### src/hw/ppoc_pkg.sv
// Constants and carrier types for the printer panel and on-line control.
// Assumes a single 40 MHz system clock; all slow timing runs off a 1 ms tick.
package ppoc_pkg;
    localparam int CLK_HZ = 40_000_000;
    localparam int TICK_PERIOD_MS = 1;
    localparam int TICK_CYCLES = CLK_HZ / 1000 * TICK_PERIOD_MS;
    localparam int DEBOUNCE_MS = 10;
    localparam int SETTLE_MS = 2 * DEBOUNCE_MS;
    localparam int BELL_MS = 1000;
    localparam int LINE_REPEAT_MS = 100;
    localparam int MS_W = 11;
    localparam logic [7:0] BELL_CODE = 8'h07;
    localparam int PITCH_W = 7;
    // Pitch in 1/72 inch units; 12/72 is one sixth of an inch
    localparam logic [PITCH_W-1:0] PITCH_DEFAULT = 7'h0c;

    typedef enum logic [1:0] {
        MODE_INIT,
        MODE_SELFTEST,
        MODE_ONLINE,
        MODE_OFFLINE
    } ppoc_mode_t;

    typedef struct packed {
        logic online;
        logic pageAdv;
        logic lineAdv;
    } ppoc_buttons_t;

    typedef struct packed {
        logic byteValid;
        logic [7:0] byteData;
        logic sensorOff;
        logic sensorOn;
        logic pitchLoad;
        logic [PITCH_W-1:0] pitchValue;
    } ppoc_host_t;

    typedef struct packed {
        logic sensorOffSw;
        logic autoFeedSw;
    } ppoc_straps_t;

    typedef struct packed {
        logic ready;
        logic online;
        logic paperLow;
        logic buzzer;
    } ppoc_lamps_t;

    typedef struct packed {
        logic errorN;
        logic paperEnd;
        logic busy;
        logic ackEnable;
    } ppoc_if_t;
endpackage : ppoc_pkg

### src/hw/ppoc_top.sv
// Panel, on-line state, paper-end status and self-test entry of a printer controller.
// Assumes synchronous inputs on clk_sys; host bytes and escape commands come pre-decoded.
//
// Behaviour
// - After power-up with paper loaded, come up on-line.
// - Online button press goes off-line and darkens the on-line lamp.
// - Online button presses are ignored while printing.
// - Paper out or mechanical fault forces off-line.
// - Page and line buttons act only while off-line.
// - Each page press off-line advances to next top-of-form.
// - Top-of-form reference is taken at power-up and on INIT.
// - Held line button repeats advances at programmed pitch, default one sixth inch.
// - Manual line advance is blocked while printing.
// - Ready lamp when data accepted; on-line lamp while on-line.
// - Paper-low lamp lights when sensor reports paper nearly out.
// - Bell character sounds the buzzer for about one second.
// - Paper out: stop, ERROR low, PE high, BUSY high, no ACKNLG.
// - Line advance still works in paper-out; online press resumes after reload.
// - Power cycle or INIT leaves paper-out and clears pitch and settings.
// - Switch 1-6 at init or disable command turns off paper-end detection.
// - Line button held at power-up starts self-test.
// - Self-test refused while paper is out.
// - Loopback check: ACK tied to strobe, switch 2-3 fixes auto feed. No strobe loopback here; autoFeedFixed follows the switch sampled at init.
// - Enable command turns paper-end detection back on.
`timescale 1ns/1ps

module ppoc_debounce #(
    parameter int STABLE_MS = 10
) (
    input wire logic clk_sys,
    input wire logic resetn,
    input wire logic tickMs,
    input wire logic rawIn,
    output logic level,
    output logic press
);
    import ppoc_pkg::*;

    logic sync1_q;
    logic sync2_q;
    logic [MS_W-1:0] stableMs_q;

    always_ff @(posedge clk_sys or negedge resetn) begin
        if (!resetn) begin
            sync1_q <= 1'b0;
            sync2_q <= 1'b0;
        end else begin
            sync1_q <= rawIn;
            sync2_q <= sync1_q;
        end
    end

    // Level accepted only after it has held steady for the full window
    always_ff @(posedge clk_sys or negedge resetn) begin
        if (!resetn) begin
            stableMs_q <= '0;
            level <= 1'b0;
            press <= 1'b0;
        end else begin
            press <= 1'b0;
            if (sync2_q == level) begin
                stableMs_q <= '0;
            end else if (tickMs) begin
                if (stableMs_q == MS_W'(STABLE_MS - 1)) begin
                    stableMs_q <= '0;
                    level <= sync2_q;
                    press <= sync2_q;
                end else begin
                    stableMs_q <= stableMs_q + 1'b1;
                end
            end
        end
    end
endmodule : ppoc_debounce

module ppoc_top #(
    parameter int TICK_CYCLES = ppoc_pkg::TICK_CYCLES,
    parameter int DEBOUNCE_MS = ppoc_pkg::DEBOUNCE_MS,
    parameter int SETTLE_MS = ppoc_pkg::SETTLE_MS,
    parameter int BELL_MS = ppoc_pkg::BELL_MS,
    parameter int LINE_REPEAT_MS = ppoc_pkg::LINE_REPEAT_MS
) (
    input wire logic clk_sys,
    input wire logic resetn,
    input wire logic initReq,
    input wire ppoc_pkg::ppoc_buttons_t buttonsRaw,
    input wire logic paperNearEnd,
    input wire logic mechFault,
    input wire logic printActive,
    input wire logic selfTestDone,
    input wire ppoc_pkg::ppoc_host_t host,
    input wire ppoc_pkg::ppoc_straps_t straps,
    output ppoc_pkg::ppoc_lamps_t lamps,
    output ppoc_pkg::ppoc_if_t ifStat,
    output logic pageAdvance,
    output logic lineAdvance,
    output logic [ppoc_pkg::PITCH_W-1:0] linePitch,
    output logic tofSet,
    output logic selfTestRun,
    output logic autoFeedFixed
);
    import ppoc_pkg::*;

    localparam int TW = $clog2(TICK_CYCLES);

    logic [TW-1:0] tickCnt_q;
    logic tickMs;
    ppoc_buttons_t held;
    ppoc_buttons_t pressed;
    ppoc_mode_t modeQ;
    ppoc_mode_t modeD;
    logic powerUp_q;
    logic sensorEn_q;
    logic autoFeed_q;
    logic [MS_W-1:0] settleMs_q;
    logic [MS_W-1:0] buzzMs_q;
    logic [MS_W-1:0] repeatMs_q;
    logic paperOut;
    logic acceptOk;
    logic bellHit;
    logic lineAllowed;

    // 1 ms enable tick
    always_ff @(posedge clk_sys or negedge resetn) begin
        if (!resetn) begin
            tickCnt_q <= '0;
        end else if (tickCnt_q == TW'(TICK_CYCLES - 1)) begin
            tickCnt_q <= '0;
        end else begin
            tickCnt_q <= tickCnt_q + 1'b1;
        end
    end
    assign tickMs = (tickCnt_q == TW'(TICK_CYCLES - 1));

    ppoc_debounce #(.STABLE_MS(DEBOUNCE_MS)) u_dbOnline (
        .clk_sys(clk_sys), .resetn(resetn), .tickMs(tickMs),
        .rawIn(buttonsRaw.online), .level(held.online), .press(pressed.online)
    );
    ppoc_debounce #(.STABLE_MS(DEBOUNCE_MS)) u_dbPage (
        .clk_sys(clk_sys), .resetn(resetn), .tickMs(tickMs),
        .rawIn(buttonsRaw.pageAdv), .level(held.pageAdv), .press(pressed.pageAdv)
    );
    ppoc_debounce #(.STABLE_MS(DEBOUNCE_MS)) u_dbLine (
        .clk_sys(clk_sys), .resetn(resetn), .tickMs(tickMs),
        .rawIn(buttonsRaw.lineAdv), .level(held.lineAdv), .press(pressed.lineAdv)
    );

    assign paperOut = sensorEn_q && paperNearEnd;
    assign acceptOk = (modeQ == MODE_ONLINE) && !paperOut && !mechFault;
    assign bellHit = host.byteValid && (host.byteData == BELL_CODE);
    // Off-line includes paper-out, so feed from the panel still works there
    assign lineAllowed = (modeQ == MODE_OFFLINE) && !printActive;

    // On-line state
    always_comb begin
        modeD = modeQ;
        unique case (modeQ)
            MODE_INIT: begin
                if (settleMs_q == MS_W'(SETTLE_MS)) begin
                    if (powerUp_q && held.lineAdv && !paperOut) begin
                        modeD = MODE_SELFTEST;
                    end else if (!paperOut && !mechFault) begin
                        modeD = MODE_ONLINE;
                    end else begin
                        modeD = MODE_OFFLINE;
                    end
                end
            end
            MODE_SELFTEST: begin
                if (paperOut || mechFault) begin
                    modeD = MODE_OFFLINE;
                end else if (selfTestDone) begin
                    modeD = MODE_ONLINE;
                end
            end
            MODE_ONLINE: begin
                if (paperOut || mechFault) begin
                    modeD = MODE_OFFLINE;
                end else if (pressed.online && !printActive) begin
                    modeD = MODE_OFFLINE;
                end
            end
            MODE_OFFLINE: begin
                if (pressed.online && !printActive && !paperOut && !mechFault) begin
                    modeD = MODE_ONLINE;
                end
            end
        endcase
        if (initReq) begin
            modeD = MODE_INIT;
        end
    end

    always_ff @(posedge clk_sys or negedge resetn) begin
        if (!resetn) begin
            modeQ <= MODE_INIT;
        end else begin
            modeQ <= modeD;
        end
    end

    // Power-up marker and settle wait so the line button level is known
    always_ff @(posedge clk_sys or negedge resetn) begin
        if (!resetn) begin
            powerUp_q <= 1'b1;
            settleMs_q <= '0;
        end else begin
            if (initReq || modeQ != MODE_INIT) begin
                powerUp_q <= 1'b0;
            end
            if (modeQ != MODE_INIT || initReq) begin
                settleMs_q <= '0;
            end else if (tickMs && settleMs_q != MS_W'(SETTLE_MS)) begin
                settleMs_q <= settleMs_q + 1'b1;
            end
        end
    end

    // Switch sampling and paper-end detection enable
    always_ff @(posedge clk_sys or negedge resetn) begin
        if (!resetn) begin
            sensorEn_q <= 1'b1;
            autoFeed_q <= 1'b0;
        end else if (modeQ == MODE_INIT) begin
            sensorEn_q <= !straps.sensorOffSw;
            autoFeed_q <= straps.autoFeedSw;
        end else if (host.sensorOn) begin
            sensorEn_q <= 1'b1;
        end else if (host.sensorOff) begin
            sensorEn_q <= 1'b0;
        end
    end

    // Line pitch, reset to default on every initialisation
    always_ff @(posedge clk_sys or negedge resetn) begin
        if (!resetn) begin
            linePitch <= PITCH_DEFAULT;
        end else if (modeQ == MODE_INIT) begin
            linePitch <= PITCH_DEFAULT;
        end else if (host.pitchLoad) begin
            linePitch <= host.pitchValue;
        end
    end

    // Paper motion requests
    always_ff @(posedge clk_sys or negedge resetn) begin
        if (!resetn) begin
            pageAdvance <= 1'b0;
            lineAdvance <= 1'b0;
            repeatMs_q <= '0;
            tofSet <= 1'b0;
        end else begin
            pageAdvance <= pressed.pageAdv && (modeQ == MODE_OFFLINE);
            tofSet <= (modeQ == MODE_INIT) && (modeD != MODE_INIT);
            lineAdvance <= 1'b0;
            if (!lineAllowed || !held.lineAdv) begin
                repeatMs_q <= '0;
            end else if (pressed.lineAdv) begin
                lineAdvance <= 1'b1;
                repeatMs_q <= '0;
            end else if (tickMs) begin
                if (repeatMs_q == MS_W'(LINE_REPEAT_MS - 1)) begin
                    lineAdvance <= 1'b1;
                    repeatMs_q <= '0;
                end else begin
                    repeatMs_q <= repeatMs_q + 1'b1;
                end
            end
        end
    end

    // Bell buzzer timer
    always_ff @(posedge clk_sys or negedge resetn) begin
        if (!resetn) begin
            buzzMs_q <= '0;
        end else if (bellHit) begin
            buzzMs_q <= MS_W'(BELL_MS);
        end else if (tickMs && buzzMs_q != '0) begin
            buzzMs_q <= buzzMs_q - 1'b1;
        end
    end

    // Lamps and interface status lines
    always_ff @(posedge clk_sys or negedge resetn) begin
        if (!resetn) begin
            lamps <= '0;
            ifStat <= '{errorN: 1'b1, paperEnd: 1'b0, busy: 1'b1, ackEnable: 1'b0};
            selfTestRun <= 1'b0;
            autoFeedFixed <= 1'b0;
        end else begin
            lamps.ready <= acceptOk;
            lamps.online <= (modeQ == MODE_ONLINE);
            lamps.paperLow <= paperOut;
            lamps.buzzer <= bellHit || (buzzMs_q != '0);
            ifStat.errorN <= !(paperOut || mechFault);
            ifStat.paperEnd <= paperOut;
            ifStat.busy <= !acceptOk || printActive;
            ifStat.ackEnable <= acceptOk;
            selfTestRun <= (modeQ == MODE_SELFTEST);
            autoFeedFixed <= autoFeed_q;
        end
    end
endmodule : ppoc_top

### config.mk
export PLATFORM = sky130hd
export DESIGN_NAME = ppoc_top
export DESIGN_NICKNAME = d
export VERILOG_FILES = /design/src/hw/ppoc_pkg.sv /design/src/hw/ppoc_top.sv
export SDC_FILE = /design/constraint.sdc
export NUM_CORES = 1
export LEC_CHECK = 0
export BUFFER_PORTS_ARGS = -buffer_cell sky130_fd_sc_hd__clkbuf_2
export CAP_MARGIN = 10
export CORE_ASPECT_RATIO = 1.1
export CORE_UTILIZATION = 50
export CTS_CLUSTER_DIAMETER = 50
export CTS_CLUSTER_SIZE = 30
export DETAILED_ROUTE_END_ITERATION = 7
export HOLD_SLACK_MARGIN = 0.12
export PLACE_DENSITY_LB_ADDON = 0.3
export SYNTH_ARGS = -nofsm -noshare
export SYNTH_HDL_FRONTEND = slang
export SYNTH_SLANG_ARGS = --single-unit
### constraint.sdc
create_clock -name clk_sys -period 6.45 [get_ports clk_sys]
set_clock_uncertainty 0.05 [all_clocks]
set_input_delay 0.9675 -clock clk_sys [delete_from_list [all_inputs] [get_ports clk_sys]]
set_output_delay 0.9675 -clock clk_sys [all_outputs]
set_load 0.05 [all_outputs]
# Word level (Yosys, flattened, before mapping)
# Index checks and enable logic that the tools add are counted.
# W data, S select, Z words.
[totals]
ff_bits = 117
in_bits = 31
out_inout_bits = 20
elab_cells = 148
[classes]
add_sub_neg = 7
n_eq_ne = 14
mux = 46
n_bitwise = 3
n_reduce_logical = 43
[ops]
columns = ["cell", "n"]
rows = [
  ["$mux W11", 17],
  ["$add A11 B1 Y11 const B", 5],
  ["$eq A11 B4 Y1 const B", 3],
  ["$mux W1", 17],
  ["$add A16 B1 Y16 const B", 1],
  ["$eq A16 B16 Y1 const B", 1],
  ["$mux W16", 1],
  ["$mux W2", 8],
  ["$reduce_bool A2 Y1", 8],
  ["$logic_and A1 B1 Y1", 15],
  ["$mux W7", 2],
  ["$eq A11 B5 Y1 const B", 1],
  ["$eq A11 B7 Y1 const B", 1],
  ["$ne A11 B5 Y1 const B", 1],
  ["$reduce_bool A11 Y1", 1],
  ["$sub A11 B1 Y11 const B", 1],
  ["$reduce_and A3 Y1", 3],
  ["$eq A8 B3 Y1 const B", 1],
  ["$logic_not A1 Y1", 8],
  ["$pmux W2 S4", 1],
  ["$reduce_bool A3 Y1", 2],
  ["$logic_or A1 B1 Y1", 5],
  ["$eq A2 B2 Y1 const B", 2],
  ["$eq A1 B1 Y1", 3],
  ["3 further kinds", 5],
]

# Logic depth before layout (Yosys ltp)
[logic_depth]
depth_word = 10
depth_mapped = 8

# Hierarchy
# Synthesis repeated with hierarchy kept, for this count alone.
[unflattened]
hier_cells = 606
hier_area_um2 = 6089.6
[by_module_without_submodules]
columns = ["module", "n_inst", "cells_per_inst", "area_each_um2", "seq_area_each_um2"]
rows = [
  ["ppoc_top", 1, 360, 3608.5, 1809.2],
  ["ppoc_debounce", 3, 82, 827.0, 375.4],
]

# Worst setup path before layout
# OpenSTA, ideal clock, no wires.
[synth_path]
path_type = "reg-to-reg"
start = "register buzzMs_q[6]"
end = "register buzzMs_q[7]"
arrival_ns = 2.236
slack_ns = 4.032
path_stages_with_launch = 8
cell_sequence = "dfrtp_1 -> or4_1 -> buf_2 -> or4_1 -> buf_2 -> or3b_2 -> nor3_1 -> or3b_1"
[synth_via]
elab_chain_cells = 3
[synth_rtl]
columns = ["element", "line_no", "source"]
rows = [
  ["start: declaration", "ppoc_top.sv:116", "logic [MS_W-1:0] buzzMs_q;"],
  ["start signal: assignment", "ppoc_top.sv:277", "buzzMs_q <= MS_W'(BELL_MS);"],
  ["start signal: assignment", "ppoc_top.sv:279", "buzzMs_q <= buzzMs_q - 1'b1;"],
  ["$sub A11 B1 Y11 or $reduce_bool A11 Y1 (tied branches)", "ppoc_top.sv:279, ppoc_top.sv:278", ""],
  ["$mux W11 or $logic_and A1 B1 Y1 (tied branches)", "ppoc_top.sv:278", "end else if (tickMs && buzzMs_q != '0) begin"],
  ["$mux W11 or $reduce_bool A2 Y1 (tied branches)", "--", ""],
]
# Several ways; a longest one is shown, not always the timed one. The select of a mux whose other input is x is not followed.
# A chain may end at the register's enable or synchronous reset.

# Worst setup path after layout
[layout_path]
start = "register tickCnt_q[13]"
end = "register u_dbLine.stableMs_q[10]"
[layout_via]
elab_chain_cells = 2
[layout_rtl]
columns = ["element", "line_no", "source"]
rows = [
  ["start: declaration", "ppoc_top.sv:106", "logic [TW-1:0] tickCnt_q;"],
  ["start signal: assignment", "ppoc_top.sv:130", "tickCnt_q <= tickCnt_q + 1'b1;"],
  ["$eq A16 B16 Y1", "ppoc_top.sv:133", "assign tickMs = (tickCnt_q == TW'(TICK_CYCLES - 1));"],
  ["$reduce_bool A2 Y1 (no source line)", "--", ""],
  ["end signal: assignment", "ppoc_top.sv:69", "stableMs_q <= stableMs_q + 1'b1;"],
  ["end: declaration", "ppoc_top.sv:41", "logic [MS_W-1:0] stableMs_q;"],
]
# No other way between the ends.

==> reports/summary.md <==
The run finished with clean final reports. Setup repair after global routing left no endpoint under its margin. The top routing layer in use is met4. The count of buffers added on input and output ports is 50.

The largest total area in the synthesized netlist belongs to dfrtp_1. The count of nets left with antenna violations once routing finished came out at 0. The height of the die is 115 um, and the buffer depth of the longest clock path is 2. Detailed routing placed a total of 5660 um of wire on met2.

The run gives 0 as the number of antenna violations at the first check in global routing. For the worst setup path, the data required time is 6.72 ns. The switching part of the total is 0.230. Summing all multi-input logic gate instances after layout gives 0.00264 mm2.

The share of final-layout standard cells stronger than drive strength 1 was 0.169. After synthesis, the most frequently instantiated cells are dfrtp_1, nor2_1, nand2_1, nand3_1, a21oi_1. The run gives 895 as the layout filler cell count. Entering global routing, the biggest net connects 72 pins.

The number of gates resized after CTS was 0. The run gives 0 as the final count of hold timing violations. The maximum clock rate is 360 MHz, and the overall global routing resource usage is 0.212. The slowest stage of the critical path is the or4b_2 cell. The total buffers and inverters traversed by the critical path came out at 1. The tools report the setup total negative slack as 0 ns. Wire length on met1: 5210 um. The floorplan step set the die width to 104 um.

The floorplan step defined a die boundary enclosing 0.0119 mm2. The worst setup path is captured at a flip-flop. The mapped netlist covers 0.00575 mm2.

By area the synthesized netlist is led by dfrtp_1, nor2_1, xor2_1, nand3_1, nand2_1. The synthesized design contains 0 enable-type register cells. The finished cells cover 0.00672 mm2.

Clock-pin slew was measured on the worst setup and hold paths at 0.06 ns. For this run, the slowest stage of the critical path takes 0.71 ns. In this run the clock root is driven by a clkbuf_16. At the end of the flow, the number of nets in the layout was 680. The run gives 0.525 as the relative contribution of the clock network to total power.

In this run, the number of DRC markers left after iteration 0 of detailed routing was 323. Clock latency on the worst-skew pair, taken at its later pin, is 0.41 ns. The number of buffers added to fix hold violations after cts came out at 0.

The detailed placement HPWL is 7550 um, and the register bit total from synthesis is 117. The net count after synthesis is 634, and the total power density per cell area is 272 mW/mm2. The count of max-cap constraint violations was 0; the number of cells produced by synthesis was 591. The sequential group share of total power is 0.418, and the number of distinct library cells after synthesis is 54. The core region is 0.0111 mm2. The via count of the first global-routing pass was 4416. The logs give 0.280 for the worst slew margin relative to its limit and 0.520 for the starting density of the core. Subtracting the final worst setup slack from the clock period gives 2.77 ns. STA puts the critical path data arrival time at 3.04 ns.

The combinational power share is 0.058, and the number of DRC violations after detailed routing is 0. The final estimated routing congestion in global placement is 0.866, and the post-synthesis to final-layout area growth is 16.8%. During synthesis, Yosys emitted a total of 0 warnings.

Buffers inserted during clock tree synthesis total 17. TritonCTS built the clock tree. Average footprint of a synthesized cell: 9.73 um2.

Walking the worst path, the cells encountered are or4b_2 > nor4_2 > buf_4 > nand4_1 > o31ai_1. In this run the cell area measured after placement is 0.00611 mm2. The number of vias after detailed routing is 4579, and the post-CTS repair timing setup buffer count is 0. The area share of the leading cell type in the synthesized netlist is 0.483, and the setup slack on the worst flop-to-flop path is 3.68 ns. The first global-routing pass estimated 20200 um of wire.

For the sequential standard cell area, the log shows 0.00294 mm2. The number of search-and-repair iterations in the first detailed-routing pass was 5; the number of ports placed on the die boundary was 51. For this design the total switching power over the nets is 0.000421 W. The count of final max-slew check failures was 0.

At the pin with the least slew margin, the transition time is 1.08 ns. The share of synthesized flip-flops with an asynchronous set or reset was 1.00. The total number of placement rows was 40. For the smallest hold slack, the log shows 0.297 ns. The class of the most critical hold timing path is reg2reg. Setup violations remaining at the end of the flow were counted as 0.

For this run the aggregate overflow at the end of global routing stands at 0. Internal power comes to 0.00141 W. Predominant post-synthesis flop cell: dfrtp_1. In this run the static leakage power is 2.94 nW.

The final worst-path cycle share was 0.430; the sink count of the clock tree was 117. The portion of the post-synthesis area used by sequential elements is 0.510, and the worst-case vdd ir drop is 222 uV. The most common cell in the synthesized netlist is dfrtp_1. Using the TritonRoute via totals, the vias-per-cell ratio works out to 5.75. The worst setup path is launched from a flip-flop. The final layout contains routed wiring with a total length of 11500 um.

In this run the worst path has a maximum fanout of 23. The detailed-routed wire length on met3 is 560 um. The critical setup path kind was reg2reg. The average wire length per cell after detail routing works out to 14.5 um.

The tools report the number of levels in the clock H-tree as 4. Broken down by cell family, the worst path's largest delay share belongs to simple AND/OR/NAND/NOR gates. The number of antenna diodes in the final layout is 0.
-- kinds of logic (layout without fill, tap and decap cells) --
| family | Yosys count | after routing | synth area share |
|---|---|---|---|
| compound gates | 85 | 85 | 0.0855 |
| mux | 13 | 13 | 0.0231 |
| simple gates | 279 | 279 | 0.262 |
| flops | 117 | 117 | 0.510 |
| fa+ha+maj | 12 | 12 | 0.0261 |
| xor+xnor | 40 | 40 | 0.0609 |
| buf+inv | 45 | 104 | 0.0322 |
-- cell type report --
| class | instances | share of cell area |
|---|---|---|
| Clock inverter | 12 | 0.0227 |
| Sequential cell | 117 | 0.437 |
| Timing Repair Buffer | 55 | 0.0432 |
| Inverter | 17 | 0.00949 |
| Clock buffer | 20 | 0.0679 |
| Multi-Input combinational cell | 429 | 0.393 |
| Tap cell | 147 | 0.0274 |
-- state kept, by name, summed over array words and instances (netlist names), 2 cells and up --
name,flops
tickCnt_q,16
u_dbLine.stableMs_q,11
linePitch,7
u_dbPage.stableMs_q,11
repeatMs_q,11
lamps,2
settleMs_q,11
ifStat,4
buzzMs_q,11
modeQ,2
u_dbOnline.stableMs_q,11
-- stage by stage --
stage	power [W]	setup WS [ns]	utilization	instances
after floorplan	0.000842	4.03	-	591
after global placement	0.000879	3.77	0.553	765
after detailed placement	0.000882	3.66	0.553	765
after CTS	0.00185	3.69	0.608	797
after global routing	0.00189	3.49	0.608	797
final	0.00183	3.68	0.608	797
-- power groups by stage --
| stage | combinational (W) | sequential [W] | clock (W) |
|---|---|---|---|
| 2_1_floorplan | 0.0000392 | 0.000802 | 0 |
| 3_3_place_gp | 0.000105 | 0.000775 | 0 |
| 3_5_place_dp | 0.000106 | 0.000776 | 0 |
| 4_1_cts | 0.000107 | 0.000764 | 0.000975 |
| 5_1_grt | 0.000116 | 0.000765 | 0.00101 |
| 6_report | 0.000105 | 0.000764 | 0.000959 |
-- worst paths after layout --
| path | start | endpoint | cells after the start |
|---|---|---|---|
| hold / removal | u_dbOnline.sync1_q$_DFF_PN0_ | u_dbOnline.sync2_q$_DFF_PN0_ | 0 |
| min in group asynchronous | resetn | u_dbLine.stableMs_q[9]$_DFFE_PN0P_ | 1 |
| hold reg to reg | u_dbOnline.sync1_q$_DFF_PN0_ | u_dbOnline.sync2_q$_DFF_PN0_ | 0 |
| setup reg to reg | tickCnt_q[13]$_DFF_PN0_ | u_dbLine.stableMs_q[10]$_DFFE_PN0P_ | 5 |
| setup / recovery | tickCnt_q[13]$_DFF_PN0_ | u_dbLine.stableMs_q[10]$_DFFE_PN0P_ | 5 |
| max in group asynchronous | resetn | u_dbPage.stableMs_q[5]$_DFFE_PN0P_ | 2 |
-- placed cells by master, fill, tap and decap left out, types with 8 or more instances in the layout --
cell	instances
a21oi_1	32
and3_1	10
clkbuf_16	17
clkbuf_2	49
dfrtp_1	111
ha_1	12
inv_1	17
mux2i_1	11
nand2_1	43
nand3_1	36
nand4_1	19
nand4b_1	8
nor2_1	69
nor3_1	16
nor4_1	11
o21ai_0	28
or3_1	10
or4_1	8
xnor2_1	11
xor2_1	29
-- layer usage --
metal	up-vias	global-route usage
met4	0	0.0810
met3	11	0.0575
met5	-	0
li1	2200	-
met1	2236	0.262
met2	132	0.357
No activity file was read; power rests on OpenSTA's default activity.
